<file path="src/verilog/cc_pkg.sv">
// constants for the capture/compare module array
package cc_pkg;
  localparam int ADDR_W = 8;
  localparam int DATA_W = 32;
  localparam int MAX_MODULES = 8;
  // register byte offsets
  localparam logic [7:0] MODE_BASE = 8'h00;
  localparam logic [7:0] LOW_BASE = 8'h20;
  localparam logic [7:0] HIGH_BASE = 8'h40;
  localparam logic [7:0] PWM_CTRL_ADDR = 8'h60;
  localparam logic [7:0] EVENT_ADDR = 8'h64;
  // module_mode_reg field positions
  localparam int MB_PWM16 = 7;
  localparam int MB_ECOM = 6;
  localparam int MB_RISE = 5;
  localparam int MB_FALL = 4;
  localparam int MB_MATCH = 3;
  localparam int MB_TOGGLE = 2;
  localparam int MB_PWM = 1;
  localparam int MB_IE = 0;
  // pwm_shared_ctrl field positions
  localparam int PB_ARSEL = 7;
  localparam int PB_OVF = 6;
  localparam int PB_OVF_IE = 5;
  localparam int PB_LEN_HI = 1;
  localparam int PB_LEN_LO = 0;
  // cycle length encodings
  localparam logic [1:0] LEN_8 = 2'b00;
  localparam logic [1:0] LEN_9 = 2'b01;
  localparam logic [1:0] LEN_10 = 2'b10;
  localparam logic [1:0] LEN_11 = 2'b11;
  localparam logic [15:0] MASK_8 = 16'h00FF;
  localparam logic [15:0] MASK_9 = 16'h01FF;
  localparam logic [15:0] MASK_10 = 16'h03FF;
  localparam logic [15:0] MASK_11 = 16'h07FF;
  localparam logic [15:0] MASK_16 = 16'hFFFF;
  // reset values
  localparam logic [7:0] MODE_RST = 8'h00;
  localparam logic [7:0] PWM_CTRL_RST = 8'h00;
  localparam logic [15:0] VALUE_RST = 16'h0000;
  localparam logic [31:0] RDATA_RST = 32'h0000_0000;
  // stages of the channel input synchroniser
  localparam int SYNC_STAGES = 2;
endpackage
</file>
<file path="src/verilog/cc_array.sv">
// capture/compare module array with apb register access
//
// Added by the designer: register access over APB and the register addresses.
`timescale 1ns/1ps
module cc_array #(
  parameter int NUM = 6
) (
  input wire logic pclk,
  input wire logic presetn,
  input wire logic psel,
  input wire logic penable,
  input wire logic pwrite,
  input wire logic [cc_pkg::ADDR_W-1:0] paddr,
  input wire logic [cc_pkg::DATA_W-1:0] pwdata,
  output logic [cc_pkg::DATA_W-1:0] prdata,
  output logic pready,
  output logic pslverr,
  input wire logic [15:0] counter_value,
  input wire logic counter_tick,
  input wire logic [NUM-1:0] channel_in,
  output logic [NUM-1:0] channel_out,
  output logic [NUM-1:0] channel_oe,
  output logic [NUM-1:0] event_flags,
  output logic irq
);
  import cc_pkg::*;

  typedef struct packed {
    logic [NUM-1:0][7:0] mode;
    logic [NUM-1:0][15:0] cap;
    logic [NUM-1:0][15:0] arl;
    logic [NUM-1:0] pin;
    logic [NUM-1:0] sync1;
    logic [NUM-1:0] sync2;
    logic [NUM-1:0] last;
    logic [NUM-1:0] evt;
    logic [7:0] pwm;
    logic [31:0] rdata;
    logic slverr;
  } state_t;

  state_t s_q;
  state_t s_d;

  logic setup;
  logic apb_wr;
  logic [2:0] idx;
  logic idx_ok;
  logic in_mode;
  logic in_low;
  logic in_high;
  logic in_pwm;
  logic in_evt;
  logic [31:0] rd;
  logic [15:0] mask;
  logic ovf_n;
  logic ovf_16;
  logic [NUM-1:0] capmode;
  logic [NUM-1:0] cap_hit;
  logic [NUM-1:0] m16;
  logic [NUM-1:0] m8;
  logic [NUM-1:0] mn;
  logic [NUM-1:0] hso;
  logic [NUM-1:0] freq;
  logic [NUM-1:0] pwm_n;
  logic [NUM-1:0] pwm_16;

  // mask of the counter bits used by the shared pwm length
  function automatic logic [15:0] len_mask(input logic [1:0] sel);
    logic [15:0] m;
    m = MASK_8;
    case (sel)
      LEN_8: m = MASK_8;
      LEN_9: m = MASK_9;
      LEN_10: m = MASK_10;
      default: m = MASK_11;
    endcase
    return m;
  endfunction

  always_comb begin
    s_d = s_q;
    setup = psel && !penable;
    apb_wr = psel && penable && pwrite;
    idx = paddr[4:2];
    idx_ok = (int'(idx) < NUM) && (paddr[1:0] == 2'b00);
    in_mode = 1'b0;
    in_low = 1'b0;
    in_high = 1'b0;
    in_pwm = 1'b0;
    in_evt = 1'b0;
    // address decode
    if (paddr == PWM_CTRL_ADDR) begin
      in_pwm = 1'b1;
    end else if (paddr == EVENT_ADDR) begin
      in_evt = 1'b1;
    end else if (paddr[7:5] == MODE_BASE[7:5] && idx_ok) begin
      in_mode = 1'b1;
    end else if (paddr[7:5] == LOW_BASE[7:5] && idx_ok) begin
      in_low = 1'b1;
    end else if (paddr[7:5] == HIGH_BASE[7:5] && idx_ok) begin
      in_high = 1'b1;
    end
    rd = RDATA_RST;
    if (in_pwm) begin
      rd[7:0] = s_q.pwm;
    end else if (in_evt) begin
      rd[NUM-1:0] = s_q.evt;
    end else if (in_mode) begin
      rd[7:0] = s_q.mode[idx];
    end else if (in_low) begin
      rd[7:0] = s_q.pwm[PB_ARSEL] ? s_q.arl[idx][7:0] : s_q.cap[idx][7:0];
    end else if (in_high) begin
      rd[7:0] = s_q.pwm[PB_ARSEL] ? s_q.arl[idx][15:8] : s_q.cap[idx][15:8];
    end
    if (setup) begin
      s_d.rdata = rd;
      s_d.slverr = !(in_pwm || in_evt || in_mode || in_low || in_high);
    end
    // software writes first, so hardware events win in the same cycle
    if (apb_wr) begin
      if (in_pwm) begin
        s_d.pwm = {pwdata[PB_ARSEL], s_q.pwm[PB_OVF] & pwdata[PB_OVF],
                   pwdata[PB_OVF_IE], 3'b000, pwdata[PB_LEN_HI:PB_LEN_LO]};
      end else if (in_evt) begin
        s_d.evt = s_q.evt & ~pwdata[NUM-1:0];
      end else if (in_mode) begin
        s_d.mode[idx] = pwdata[7:0];
      end else if (in_low) begin
        s_d.mode[idx][MB_ECOM] = 1'b0;
        if (s_q.pwm[PB_ARSEL]) begin
          s_d.arl[idx][7:0] = pwdata[7:0];
        end else begin
          s_d.cap[idx][7:0] = pwdata[7:0];
        end
      end else if (in_high) begin
        s_d.mode[idx][MB_ECOM] = 1'b1;
        if (s_q.pwm[PB_ARSEL]) begin
          s_d.arl[idx][15:8] = pwdata[7:0];
        end else begin
          s_d.cap[idx][15:8] = pwdata[7:0];
        end
      end
    end
    // shared length and intermediate overflow
    mask = len_mask(s_q.pwm[PB_LEN_HI:PB_LEN_LO]);
    ovf_n = counter_tick && ((counter_value & mask) == mask);
    ovf_16 = counter_tick && (counter_value == MASK_16);
    if (ovf_n) begin
      s_d.pwm[PB_OVF] = 1'b1;
    end
    for (int i = 0; i < NUM; i++) begin
      s_d.sync1[i] = channel_in[i];
      s_d.sync2[i] = s_q.sync1[i];
      s_d.last[i] = s_q.sync2[i];
      capmode[i] = (s_q.mode[i][MB_RISE] || s_q.mode[i][MB_FALL])
        && !s_q.mode[i][MB_MATCH] && !s_q.mode[i][MB_TOGGLE] && !s_q.mode[i][MB_PWM];
      // two stages: a level sampled on one clock edge is still seen, two clocks later
      cap_hit[i] = capmode[i]
        && ((s_q.mode[i][MB_RISE] && s_q.sync2[i] && !s_q.last[i])
        || (s_q.mode[i][MB_FALL] && !s_q.sync2[i] && s_q.last[i]));
      m16[i] = counter_value == s_q.cap[i];
      m8[i] = counter_value[7:0] == s_q.cap[i][7:0];
      mn[i] = (counter_value & mask) == (s_q.cap[i] & mask);
      pwm_16[i] = s_q.mode[i][MB_PWM] && s_q.mode[i][MB_PWM16];
      pwm_n[i] = s_q.mode[i][MB_PWM] && !s_q.mode[i][MB_PWM16]
        && !s_q.mode[i][MB_TOGGLE];
      freq[i] = s_q.mode[i][MB_PWM] && s_q.mode[i][MB_TOGGLE]
        && !s_q.mode[i][MB_PWM16];
      hso[i] = !s_q.mode[i][MB_PWM] && s_q.mode[i][MB_TOGGLE] && s_q.mode[i][MB_MATCH];
      if (cap_hit[i]) begin
        s_d.cap[i] = counter_value;
        s_d.evt[i] = 1'b1;
      end
      if (counter_tick) begin
        if (pwm_16[i]) begin
          if (!s_q.mode[i][MB_ECOM]) begin
            s_d.pin[i] = 1'b0;
          end else if (ovf_16) begin
            s_d.pin[i] = 1'b0;
          end else if (m16[i]) begin
            s_d.pin[i] = 1'b1;
            if (s_q.mode[i][MB_MATCH]) begin
              s_d.evt[i] = 1'b1;
            end
          end
        end else if (pwm_n[i]) begin
          if (ovf_n) begin
            s_d.pin[i] = 1'b0;
            if (s_q.pwm[PB_LEN_HI:PB_LEN_LO] == LEN_8) begin
              s_d.cap[i][7:0] = s_q.cap[i][15:8];
            end else begin
              s_d.cap[i] = s_q.arl[i] & mask;
            end
          end else if (mn[i] && s_q.mode[i][MB_ECOM]) begin
            s_d.pin[i] = 1'b1;
            if (s_q.mode[i][MB_MATCH]) begin
              s_d.evt[i] = 1'b1;
            end
          end
          if (!s_q.mode[i][MB_ECOM]) begin
            s_d.pin[i] = 1'b0;
          end
        end else if (freq[i] && s_q.mode[i][MB_ECOM]) begin
          if (m8[i]) begin
            s_d.pin[i] = !s_q.pin[i];
            // an 8-bit add of zero keeps the same value, so the next match comes 256 counter steps later
            s_d.cap[i][7:0] = 8'(s_q.cap[i][7:0] + s_q.cap[i][15:8]);
          end
          if (s_q.mode[i][MB_MATCH] && m16[i]) begin
            s_d.evt[i] = 1'b1;
          end
        end else if (!s_q.mode[i][MB_PWM] && s_q.mode[i][MB_MATCH]
                     && s_q.mode[i][MB_ECOM] && m16[i]) begin
          s_d.evt[i] = 1'b1;
          if (hso[i]) begin
            s_d.pin[i] = !s_q.pin[i];
          end
        end
      end
    end
  end

  always_ff @(posedge pclk or negedge presetn) begin
    if (!presetn) begin
      for (int i = 0; i < NUM; i++) begin
        s_q.mode[i] <= MODE_RST;
        s_q.cap[i] <= VALUE_RST;
        s_q.arl[i] <= VALUE_RST;
      end
      s_q.pin <= '0;
      s_q.sync1 <= '0;
      s_q.sync2 <= '0;
      s_q.last <= '0;
      s_q.evt <= '0;
      s_q.pwm <= PWM_CTRL_RST;
      s_q.rdata <= RDATA_RST;
      s_q.slverr <= 1'b0;
    end else begin
      s_q <= s_d;
    end
  end

  assign prdata = s_q.rdata;
  assign pslverr = s_q.slverr;
  assign pready = 1'b1;
  assign channel_out = s_q.pin;
  assign channel_oe = ~capmode;
  assign event_flags = s_q.evt;
  assign irq = |(s_q.evt & mode_ie(s_q.mode))
    || (s_q.pwm[PB_OVF] && s_q.pwm[PB_OVF_IE]);

  // gathers each module's interrupt enable bit
  function automatic logic [NUM-1:0] mode_ie(input logic [NUM-1:0][7:0] m);
    logic [NUM-1:0] r;
    r = '0;
    for (int i = 0; i < NUM; i++) begin
      r[i] = m[i][MB_IE];
    end
    return r;
  endfunction

  a_capture_value: assert property (@(posedge pclk) disable iff (!presetn)
    cap_hit[0] |=> s_q.cap[0] == $past(counter_value))
    else $error("capture did not load counter value");

  a_capture_flag: assert property (@(posedge pclk) disable iff (!presetn)
    cap_hit[0] |=> s_q.evt[0] ##1 (s_q.evt[0] || $past(apb_wr && in_evt)))
    else $error("capture flag not set or lost");

  a_edge_select: assert property (@(posedge pclk) disable iff (!presetn)
    (capmode[0] && s_q.mode[0][MB_RISE] && !s_q.mode[0][MB_FALL] && s_q.sync2[0]
     && !s_q.last[0]) |=> s_q.evt[0] && s_q.cap[0] == $past(counter_value))
    else $error("rising edge missed");

  a_edge_ignore: assert property (@(posedge pclk) disable iff (!presetn)
    (capmode[0] && !s_q.mode[0][MB_RISE] && s_q.sync2[0] && !s_q.last[0] && !s_q.evt[0])
    |=> !s_q.evt[0])
    else $error("falling-only capture took a rising edge");

  a_sync_delay: assert property (@(posedge pclk) disable iff (!presetn)
    $rose(channel_in[0]) ##1 channel_in[0] |=> s_q.sync2[0])
    else $error("synchroniser delay wrong");

  a_low_clears: assert property (@(posedge pclk) disable iff (!presetn)
    (apb_wr && in_low && idx == 3'd0) |=> !s_q.mode[0][MB_ECOM])
    else $error("low write left enable set");

  a_high_sets: assert property (@(posedge pclk) disable iff (!presetn)
    (apb_wr && in_high && idx == 3'd0) |=> s_q.mode[0][MB_ECOM])
    else $error("high write left enable clear");

  a_hso_toggle: assert property (@(posedge pclk) disable iff (!presetn)
    (counter_tick && hso[0] && s_q.mode[0][MB_ECOM] && m16[0])
    |=> (s_q.pin[0] != $past(s_q.pin[0])) && s_q.evt[0])
    else $error("high-speed output did not toggle");

  a_hso_frozen: assert property (@(posedge pclk) disable iff (!presetn)
    (hso[0] && !s_q.mode[0][MB_ECOM]) |=> $stable(s_q.pin[0]))
    else $error("disabled high-speed output moved");

  a_pwm_off_low: assert property (@(posedge pclk) disable iff (!presetn)
    (counter_tick && s_q.mode[0][MB_PWM] && !freq[0] && !s_q.mode[0][MB_ECOM])
    |=> !s_q.pin[0])
    else $error("disabled pwm output not low");

  a_freq_add: assert property (@(posedge pclk) disable iff (!presetn)
    (counter_tick && freq[0] && s_q.mode[0][MB_ECOM] && m8[0] && !apb_wr)
    |=> s_q.cap[0][7:0] == 8'($past(s_q.cap[0][7:0]) + $past(s_q.cap[0][15:8])))
    else $error("frequency output step wrong");

  a_ovf_flag: assert property (@(posedge pclk) disable iff (!presetn)
    ovf_n |=> s_q.pwm[PB_OVF])
    else $error("overflow flag not set");

  a_pwm8_reload: assert property (@(posedge pclk) disable iff (!presetn)
    (ovf_n && pwm_n[0] && s_q.pwm[1:0] == LEN_8 && !apb_wr)
    |=> s_q.cap[0][7:0] == $past(s_q.cap[0][15:8]) && !s_q.pin[0])
    else $error("8-bit pwm reload wrong");

  a_irq_gate: assert property (@(posedge pclk) disable iff (!presetn)
    (s_q.evt[0] && s_q.mode[0][MB_IE]) |-> irq)
    else $error("enabled event without interrupt");

  a_swtimer_flag: assert property (@(posedge pclk) disable iff (!presetn)
    (counter_tick && !s_q.mode[0][MB_PWM] && s_q.mode[0][MB_MATCH] && s_q.mode[0][MB_ECOM]
     && counter_value == s_q.cap[0]) |=> s_q.evt[0])
    else $error("software timer match not flagged");

  a_freq_flag: assert property (@(posedge pclk) disable iff (!presetn)
    (counter_tick && freq[0] && s_q.mode[0][MB_ECOM] && s_q.mode[0][MB_MATCH]
     && counter_value == s_q.cap[0]) |=> s_q.evt[0])
    else $error("frequency output match not flagged");

  a_freq_frozen: assert property (@(posedge pclk) disable iff (!presetn)
    (freq[0] && !s_q.mode[0][MB_ECOM]) |=> $stable(s_q.pin[0]))
    else $error("disabled frequency output moved");

  a_pwm_rise: assert property (@(posedge pclk) disable iff (!presetn)
    (counter_tick && pwm_n[0] && s_q.mode[0][MB_ECOM] && !ovf_n
     && (counter_value & mask) == (s_q.cap[0] & mask)) |=> s_q.pin[0])
    else $error("pwm output not raised on match");

  a_pwm_enable_reload: assert property (@(posedge pclk) disable iff (!presetn)
    (ovf_n && pwm_n[0] && s_q.pwm[1:0] != LEN_8 && !apb_wr)
    |=> s_q.cap[0] == ($past(s_q.arl[0]) & $past(mask)) && !s_q.pin[0])
    else $error("n-bit pwm reload wrong");

  a_pwm16_high: assert property (@(posedge pclk) disable iff (!presetn)
    (counter_tick && pwm_16[0] && s_q.mode[0][MB_ECOM] && counter_value == s_q.cap[0]
     && counter_value != MASK_16) |=> s_q.pin[0])
    else $error("16-bit pwm output not raised");

  a_pwm16_low: assert property (@(posedge pclk) disable iff (!presetn)
    (counter_tick && pwm_16[0] && counter_value == MASK_16) |=> !s_q.pin[0])
    else $error("16-bit pwm output not lowered");

  a_ovf_irq: assert property (@(posedge pclk) disable iff (!presetn)
    (s_q.pwm[PB_OVF] && s_q.pwm[PB_OVF_IE]) |-> irq)
    else $error("overflow without interrupt");

endmodule // cc_array

</file>
<file path="config.mk">
export PLATFORM = sky130hd
export DESIGN_NAME = cc_array
export DESIGN_NICKNAME = d
export VERILOG_FILES = /design/src/verilog/cc_pkg.sv /design/src/verilog/cc_array.sv
export SDC_FILE = /design/constraint.sdc
export NUM_CORES = 1
export LEC_CHECK = 0
export BUFFER_PORTS_ARGS = -buffer_cell sky130_fd_sc_hd__buf_4
export CORE_ASPECT_RATIO = 0.5
export CORE_MARGIN = 2
export CORE_UTILIZATION = 50
export DETAILED_ROUTE_END_ITERATION = 16
export PLACE_DENSITY = 0.68
export RECOVER_POWER = 25
export REMOVE_ABC_BUFFERS = 1
export SETUP_SLACK_MARGIN = 0.2
export SYNTH_ARGS = -nofsm -noshare
export SYNTH_HDL_FRONTEND = slang
export SYNTH_SLANG_ARGS = --single-unit
</file>
<file path="constraint.sdc">
create_clock -name pclk -period 2.5 [get_ports pclk]
set_input_delay 0.25 -clock pclk [delete_from_list [all_inputs] [get_ports pclk]]
set_output_delay 0.25 -clock pclk [all_outputs]
set_load 0.01 [all_outputs]
</file>
==> run metrics, run 1 <==
status=finished with violations; failing checks=max-capacitance violations, max-slew violations; mapped cell area=19900 um^2; Filler Cells Inserted=3335; via count=18000; die span in x=286 um; fin util=60.3%; pwr dens=460 nW/um^2; setup TNS=0 ps; Hold Slack=31.4 ps; port bufs=71; die footprint=41400 um^2; crit path kind=register to register; Rows=51; worst-skew pair later-pin latency=590 ps; fin crit period=2470 ps; Worst-Margin Slew=1800 ps; Layout Nets=2343; slowest CP cell=or4_1; Worst Skew=15.5 ps; TritonRoute pass-1 iters=5; Lkg Pwr=0.0114 uW; DRT antenna net count=0; clk slew on worst S/H paths=70 ps; Ant. Diodes=0; GRT Residual Overflow=0; placed insts=2709; non-filler cells, final=2777; Sink Count=284; Max Clk Rate=404 MHz; first-pass GRT wire length=113 mm; WP data arrival=2940 ps; Post-synth ARST share=100%; sequential-to-total area share from yosys stat=35.8%; fraction of layout cells with a size suffix above 1=27.9%; Tot GR Track Use=37.7%; TritonCTS clock tree=yes; slew margin rel.=-20.0%; Crit path required time=2970 ps; Final Cycle Share=98.9%; max incr delay on CP=530 ps; IO Pins=121; chip height=145 um; Mean Syn Cell Area=9.70 um^2; Commonest cells post-synth=284 x dfrtp_1, 178 x nand2_1, 167 x mux2i_1, 153 x nor2_1, 150 x mux2_2; Slew Viols, Final=61; largest cells by area after synthesis=dfrtp_1 36%, mux2_2 8.5%, mux2i_1 8.4%; initial core utilization=50.9%; maximum buffer depth of the clock tree=3; critical path capture point type=register; Final Power=10800 uW; endpoints failing setup=0; Post-route DRC=0; Post-synth top flop=dfrtp_1; Hold Vio Cnt, Final=0; routed len/inst=28.4 um; most frequent cell after synthesis=dfrtp_1; worst reg2reg setup slack=30 ps; critical-path cell list=xor2_1 -> or4_1 -> nor2_1 -> buf_4 -> nand3b_1 -> a211o_1 -> a221o_1 -> mux2_4; Core Area=39000 um^2; vias in the first global route=17000; Post-Syn Instances=2047; largest net degree at the start of global routing=64; First DRT Iteration DRCs=2331; Clock Tree Root=clkbuf_16; Yosys reg bits=284; Post-synth EDFFs=0; DP HPWL=58.8 mm; peak supply drop=493 uV; Crit Path Max Fanout=2; number of buffers created by CTS=28; antenna violations before repair=1; P&R area growth vs syn=18.4%; RSZ-0062 raised after global routing=yes; post-synth top area cell=dfrtp_1; top cell type's share of synthesized area=35.8%; GPL Wtd Cong=1.05; Ys Warns=0; worst hold-check path type=input port to register; Max Cap Viol=1; Distinct cells, synth=79; final wirelength=78.7 mm; CTS H-Tree Depth=1; DR vias/cell=6.48; Startpoint Class=register
-- placed cells by master (no fill, tap or decap), types with 16 or more instances in the layout --
master     count
dfrtp_1      274
buf_4        262
nand2_1      176
mux2i_1      167
nor2_1       150
mux2_2       150
a21oi_1      135
o21ai_0      123
xor2_1        86
inv_1         52
xnor2_1       49
mux4_2        46
ha_1          40
clkbuf_16     29
nor3_1        27
nand3_1       26
conb_1        25
o221ai_1      23
o22ai_1       21
o211ai_1      20
and2_1        16
nor2b_1       16
-- area by class of cell --
type	instances	area (um^2)	share of cell area [%]
multi-input cells	1564	12100	51.4
clock inverters	13	226	0.963
flip-flops and latches	284	7120	30.3
well taps	530	663	2.82
inverters	53	199	0.846
repair buffers	296	2430	10.3
clock buffers	37	796	3.39
-- final timing paths --
kind                       cells after the start             end              start
hold / removal                                 3        s_q[196]  counter_value[13]
min in group asynchronous                      2        s_q[197]            presetn
max in group asynchronous                      3         s_d[53]            presetn
setup / recovery                               8  channel_out[0]           s_q[182]
setup reg to reg                               8  channel_out[0]           s_q[182]
hold reg to reg                                0         s_d[50]            s_d[56]
-- flip-flops by register name, indices dropped and copies added (netlist names) --
name and count:
s_d 12, prdata 8, event_flags 6, channel_out 6
s_q 251, pslverr 1
-- kinds of logic after synthesis --
logic type | Yosys count | synth area share (%)
buf+inv | 222 | 5.25
other cells | 2 | 0.0378
xor+xnor | 136 | 6.00
compound gates | 455 | 14.2
simple gates | 536 | 13.2
fa+ha+maj | 48 | 3.25
flops | 284 | 35.8
mux | 364 | 22.2
-- routing by layer --
layer	track usage, %	routed length [um]	vias to the layer above
li1	-	-	7715
met1	52.3	32700	9010
met2	51.9	31100	1118
met3	18.7	12700	159
met4	8.82	2120	4
met5	2.50	162	-
-- per-stage QoR --
stage	area (um^2)	worst slack, ps
3_3_place_gp	22100	-192
3_5_place_dp	22100	-193
2_1_floorplan	19100	-2300
6_report	23500	27.4
5_1_grt	23500	-13.0
4_1_cts	23200	79.7
-- critical path: cells and delay by family, from the launching register on --
family	cells	cell delay [ps]
and+or+nand+nor	3	710
AOI/OAI and AO/OA	2	600
DFF	1	410
muxes	1	300
xor gates and xnor gates	1	160
buffers and inverters	1	160
-- report_power, final --
group / internal, uW / switching (uW)
Combinational: 433 / 776
Clock: 2850 / 1990
Sequential: 4670 / 98.2
Total: 7960 / 2870
-- repair_timing --
item | 4_1_cts | 5_1_grt
endpoints found under the setup margin | 18 | 56
endpoints found under the hold margin | 62 | 0
hold buffers | 7 | 0
cloned | 0 | 0
setup buffers | 1 | 10
pin swaps | 5 | 19
resized for setup | 7 | 65
(Power assumes the default switching activity.)
==> run 2: changes to the inputs <==
--- a/config.mk
+++ b/config.mk
@@ -10,6 +10,7 @@
 export CORE_MARGIN = 2
 export CORE_UTILIZATION = 50
 export DETAILED_ROUTE_END_ITERATION = 16
+export MAX_ROUTING_LAYER = met4
 export PLACE_DENSITY = 0.68
 export RECOVER_POWER = 25
 export REMOVE_ABC_BUFFERS = 1
==> run metrics, run 2 (same netlist as run 1, synthesis figures left out) <==
TritonRoute pass-1 iters=8; WHS Endpoint=s_q[244]; GRT Residual Overflow=0; via count=18100; switching share of power=27.8%; endpoints failing setup=0; Reg2Reg Depth=8; critical-path cell list=xor2_1 -> or4_1 -> nor2_1 -> buf_4 -> nand3b_1 -> a211o_1 -> a221o_1 -> mux2_4; Largest register FFs=251; power share of the combinational group=12.0%; fraction of layout cells with a size suffix above 1=28.2%; Sink Count=284; Largest Register=s_q; initial core utilization=50.9%; critical path capture point type=register; DRT antenna net count=0; GPL Wtd Cong=1.11; end of the worst register-to-register path=channel_out[0]; fin util=60.2%; Final Cycle Share=98.4%; routed len/inst=28.8 um; Crit Path Max Fanout=2; final wirelength=80.2 mm; Worst-Margin Slew=1790 ps; status=finished with violations; family with the most delay on the worst path=simple AND/OR/NAND/NOR gates; clk slew on worst S/H paths=70 ps; dpl cell area=22200 um^2; die footprint=41400 um^2; crit path kind=register to register; slowest CP cell=or4_1; vias in the first global route=17000; worst hold-check path type=input port to register; fin crit period=2460 ps; final setup margin=39.4 ps; Layout Nets=2355; Setup WS pre-CTS=-62.6 ps; Post-route DRC=0; power share of the sequential group=46.4%; Worst R2R Start=s_q[175]; placed insts=2724; Hold Crit Depth=3; Max Clk Rate=406 MHz; Clock Tree Root=clkbuf_16; worst-skew pair later-pin latency=580 ps; number of buffers created by CTS=27; Lkg Pwr=0.0114 uW; CTS H-Tree Depth=1; Hold Startpoint=counter_value[13]; largest net degree at the start of global routing=70; GRT met1 Usage=55.1%; First DRT Iteration DRCs=2606; busiest grt layer=met1; DR vias/cell=6.49; first-pass GRT wire length=115 mm; commonest non-fill, non-tap cells in the layout=277 x buf_4, 269 x dfrtp_1, 175 x nand2_1, 167 x mux2i_1, 150 x mux2_2; NetSw=2860 uW; chip height=145 um; Filler Cells Inserted=3342; Crit path required time=2970 ps; DP HPWL=59.9 mm; pwr dens=438 nW/um^2; Startpoint Class=register; RSZ-0062 raised after global routing=yes; TritonCTS clock tree=yes; met3 Use GR=17.4%; IO Pins=121; Internal=7420 uW; met2 Usage GRT=52.5%; CP Buf/Inv Count=1; antenna violations before repair=0; non-filler cells, final=2789; Tot GR Track Use=39.7%; commonest non-fill, non-tap cell in the layout=buf_4; Worst Skew=16.1 ps; peak supply drop=525 uV; failing checks=max-capacitance violations, max-slew violations; Hold Vio Cnt, Final=0; Rows=51; port bufs=71; slew margin rel.=-19.0%; Final Power=10300 uW; worst reg2reg setup slack=40 ps; maximum buffer depth of the clock tree=3; final instance area=23500 um^2; WP data arrival=2930 ps; clock share of power=41.6%; die span in x=286 um; Core Area=39000 um^2; Slew Viols, Final=31; P&R area growth vs syn=18.2%; max incr delay on CP=550 ps; Max Cap Viol=1
==> run 2: changes by cell type in the layout (fill, tap and decap cells not counted), moves of 3 or more <==
cell and delta:
o21bai_1 +3, xnor2_2 +3, clkbuf_8 +3, dfrtp_2 +4, bufinv_16 -5, buf_4 +15
o21bai_2 -3, clkbuf_2 -3, dfrtp_1 -5, xnor2_1 -3
==> run 2: worst min-delay path: cells and delay by family <==
kind | cells | cell delay [ps]
AND/OR/NAND/NOR | 1 | 70
AO/OA/AOI/OAI | 1 | 80
buffers and inverters | 1 | 180
==> run 2: layout make-up <==
| type | count | area [um^2] | area share [%] |
|---|---|---|---|
| clock inverters | 10 | 101 | 0.432 |
| well taps | 530 | 663 | 2.83 |
| inverters | 53 | 199 | 0.848 |
| diodes | 1 | 2.50 | 0.0107 |
| repair buffers | 309 | 2560 | 10.9 |
| clock buffers | 38 | 787 | 3.35 |
| flip-flops and latches | 284 | 7130 | 30.4 |
| multi-input cells | 1564 | 12000 | 51.3 |
==> run 2: repair_timing <==
item | CTS | global route
hold endpoints to repair | 221 | 0
buffers inserted | 2 | 7
cloned | 0 | 0
pin swaps | 6 | 15
hold buffers | 7 | 0
resized for setup | 11 | 60
setup endpoints to repair | 21 | 66
==> run 2: power groups by stage <==
stage          Clock [uW]  Combinational [uW]  Sequential (uW)
2_1_floorplan           0                 429             4830
3_3_place_gp            0                1150             4850
3_5_place_dp            0                1160             4860
4_1_cts              4300                1170             4770
5_1_grt              4480                1290             4780
6_report             4280                1230             4780
==> run 2: how the worst max path moves through the flow <==
| stage | startpoint | endpoint | cells after the start |
|---|---|---|---|
| global route | s_q[175] | channel_out[0] | 8 |
| detailed placement | counter_value[10] | channel_out[5] | 9 |
| floorplan | s_q[34] | s_q[255] | 3 |
| CTS | s_q[175] | channel_out[0] | 8 |
| global placement | counter_value[8] | channel_out[0] | 9 |
| finish | s_q[175] | channel_out[0] | 8 |
==> run 2: per-layer routing <==
metal  up-vias  share of wire [%]
li1       7751                  -
met1      8949                 42
met2      1221                 39
met3       191                 16
met4         0                2.9
met5         -                  0
==> run 2: per-stage QoR <==
stage               setup TNS (ps)  hold WS [ps]
finish                           0          57.7
global route                 -22.5          55.9
CTS                              0          42.4
detailed placement           -95.4           148
global placement             -13.3           146
floorplan                  -177150         -45.6
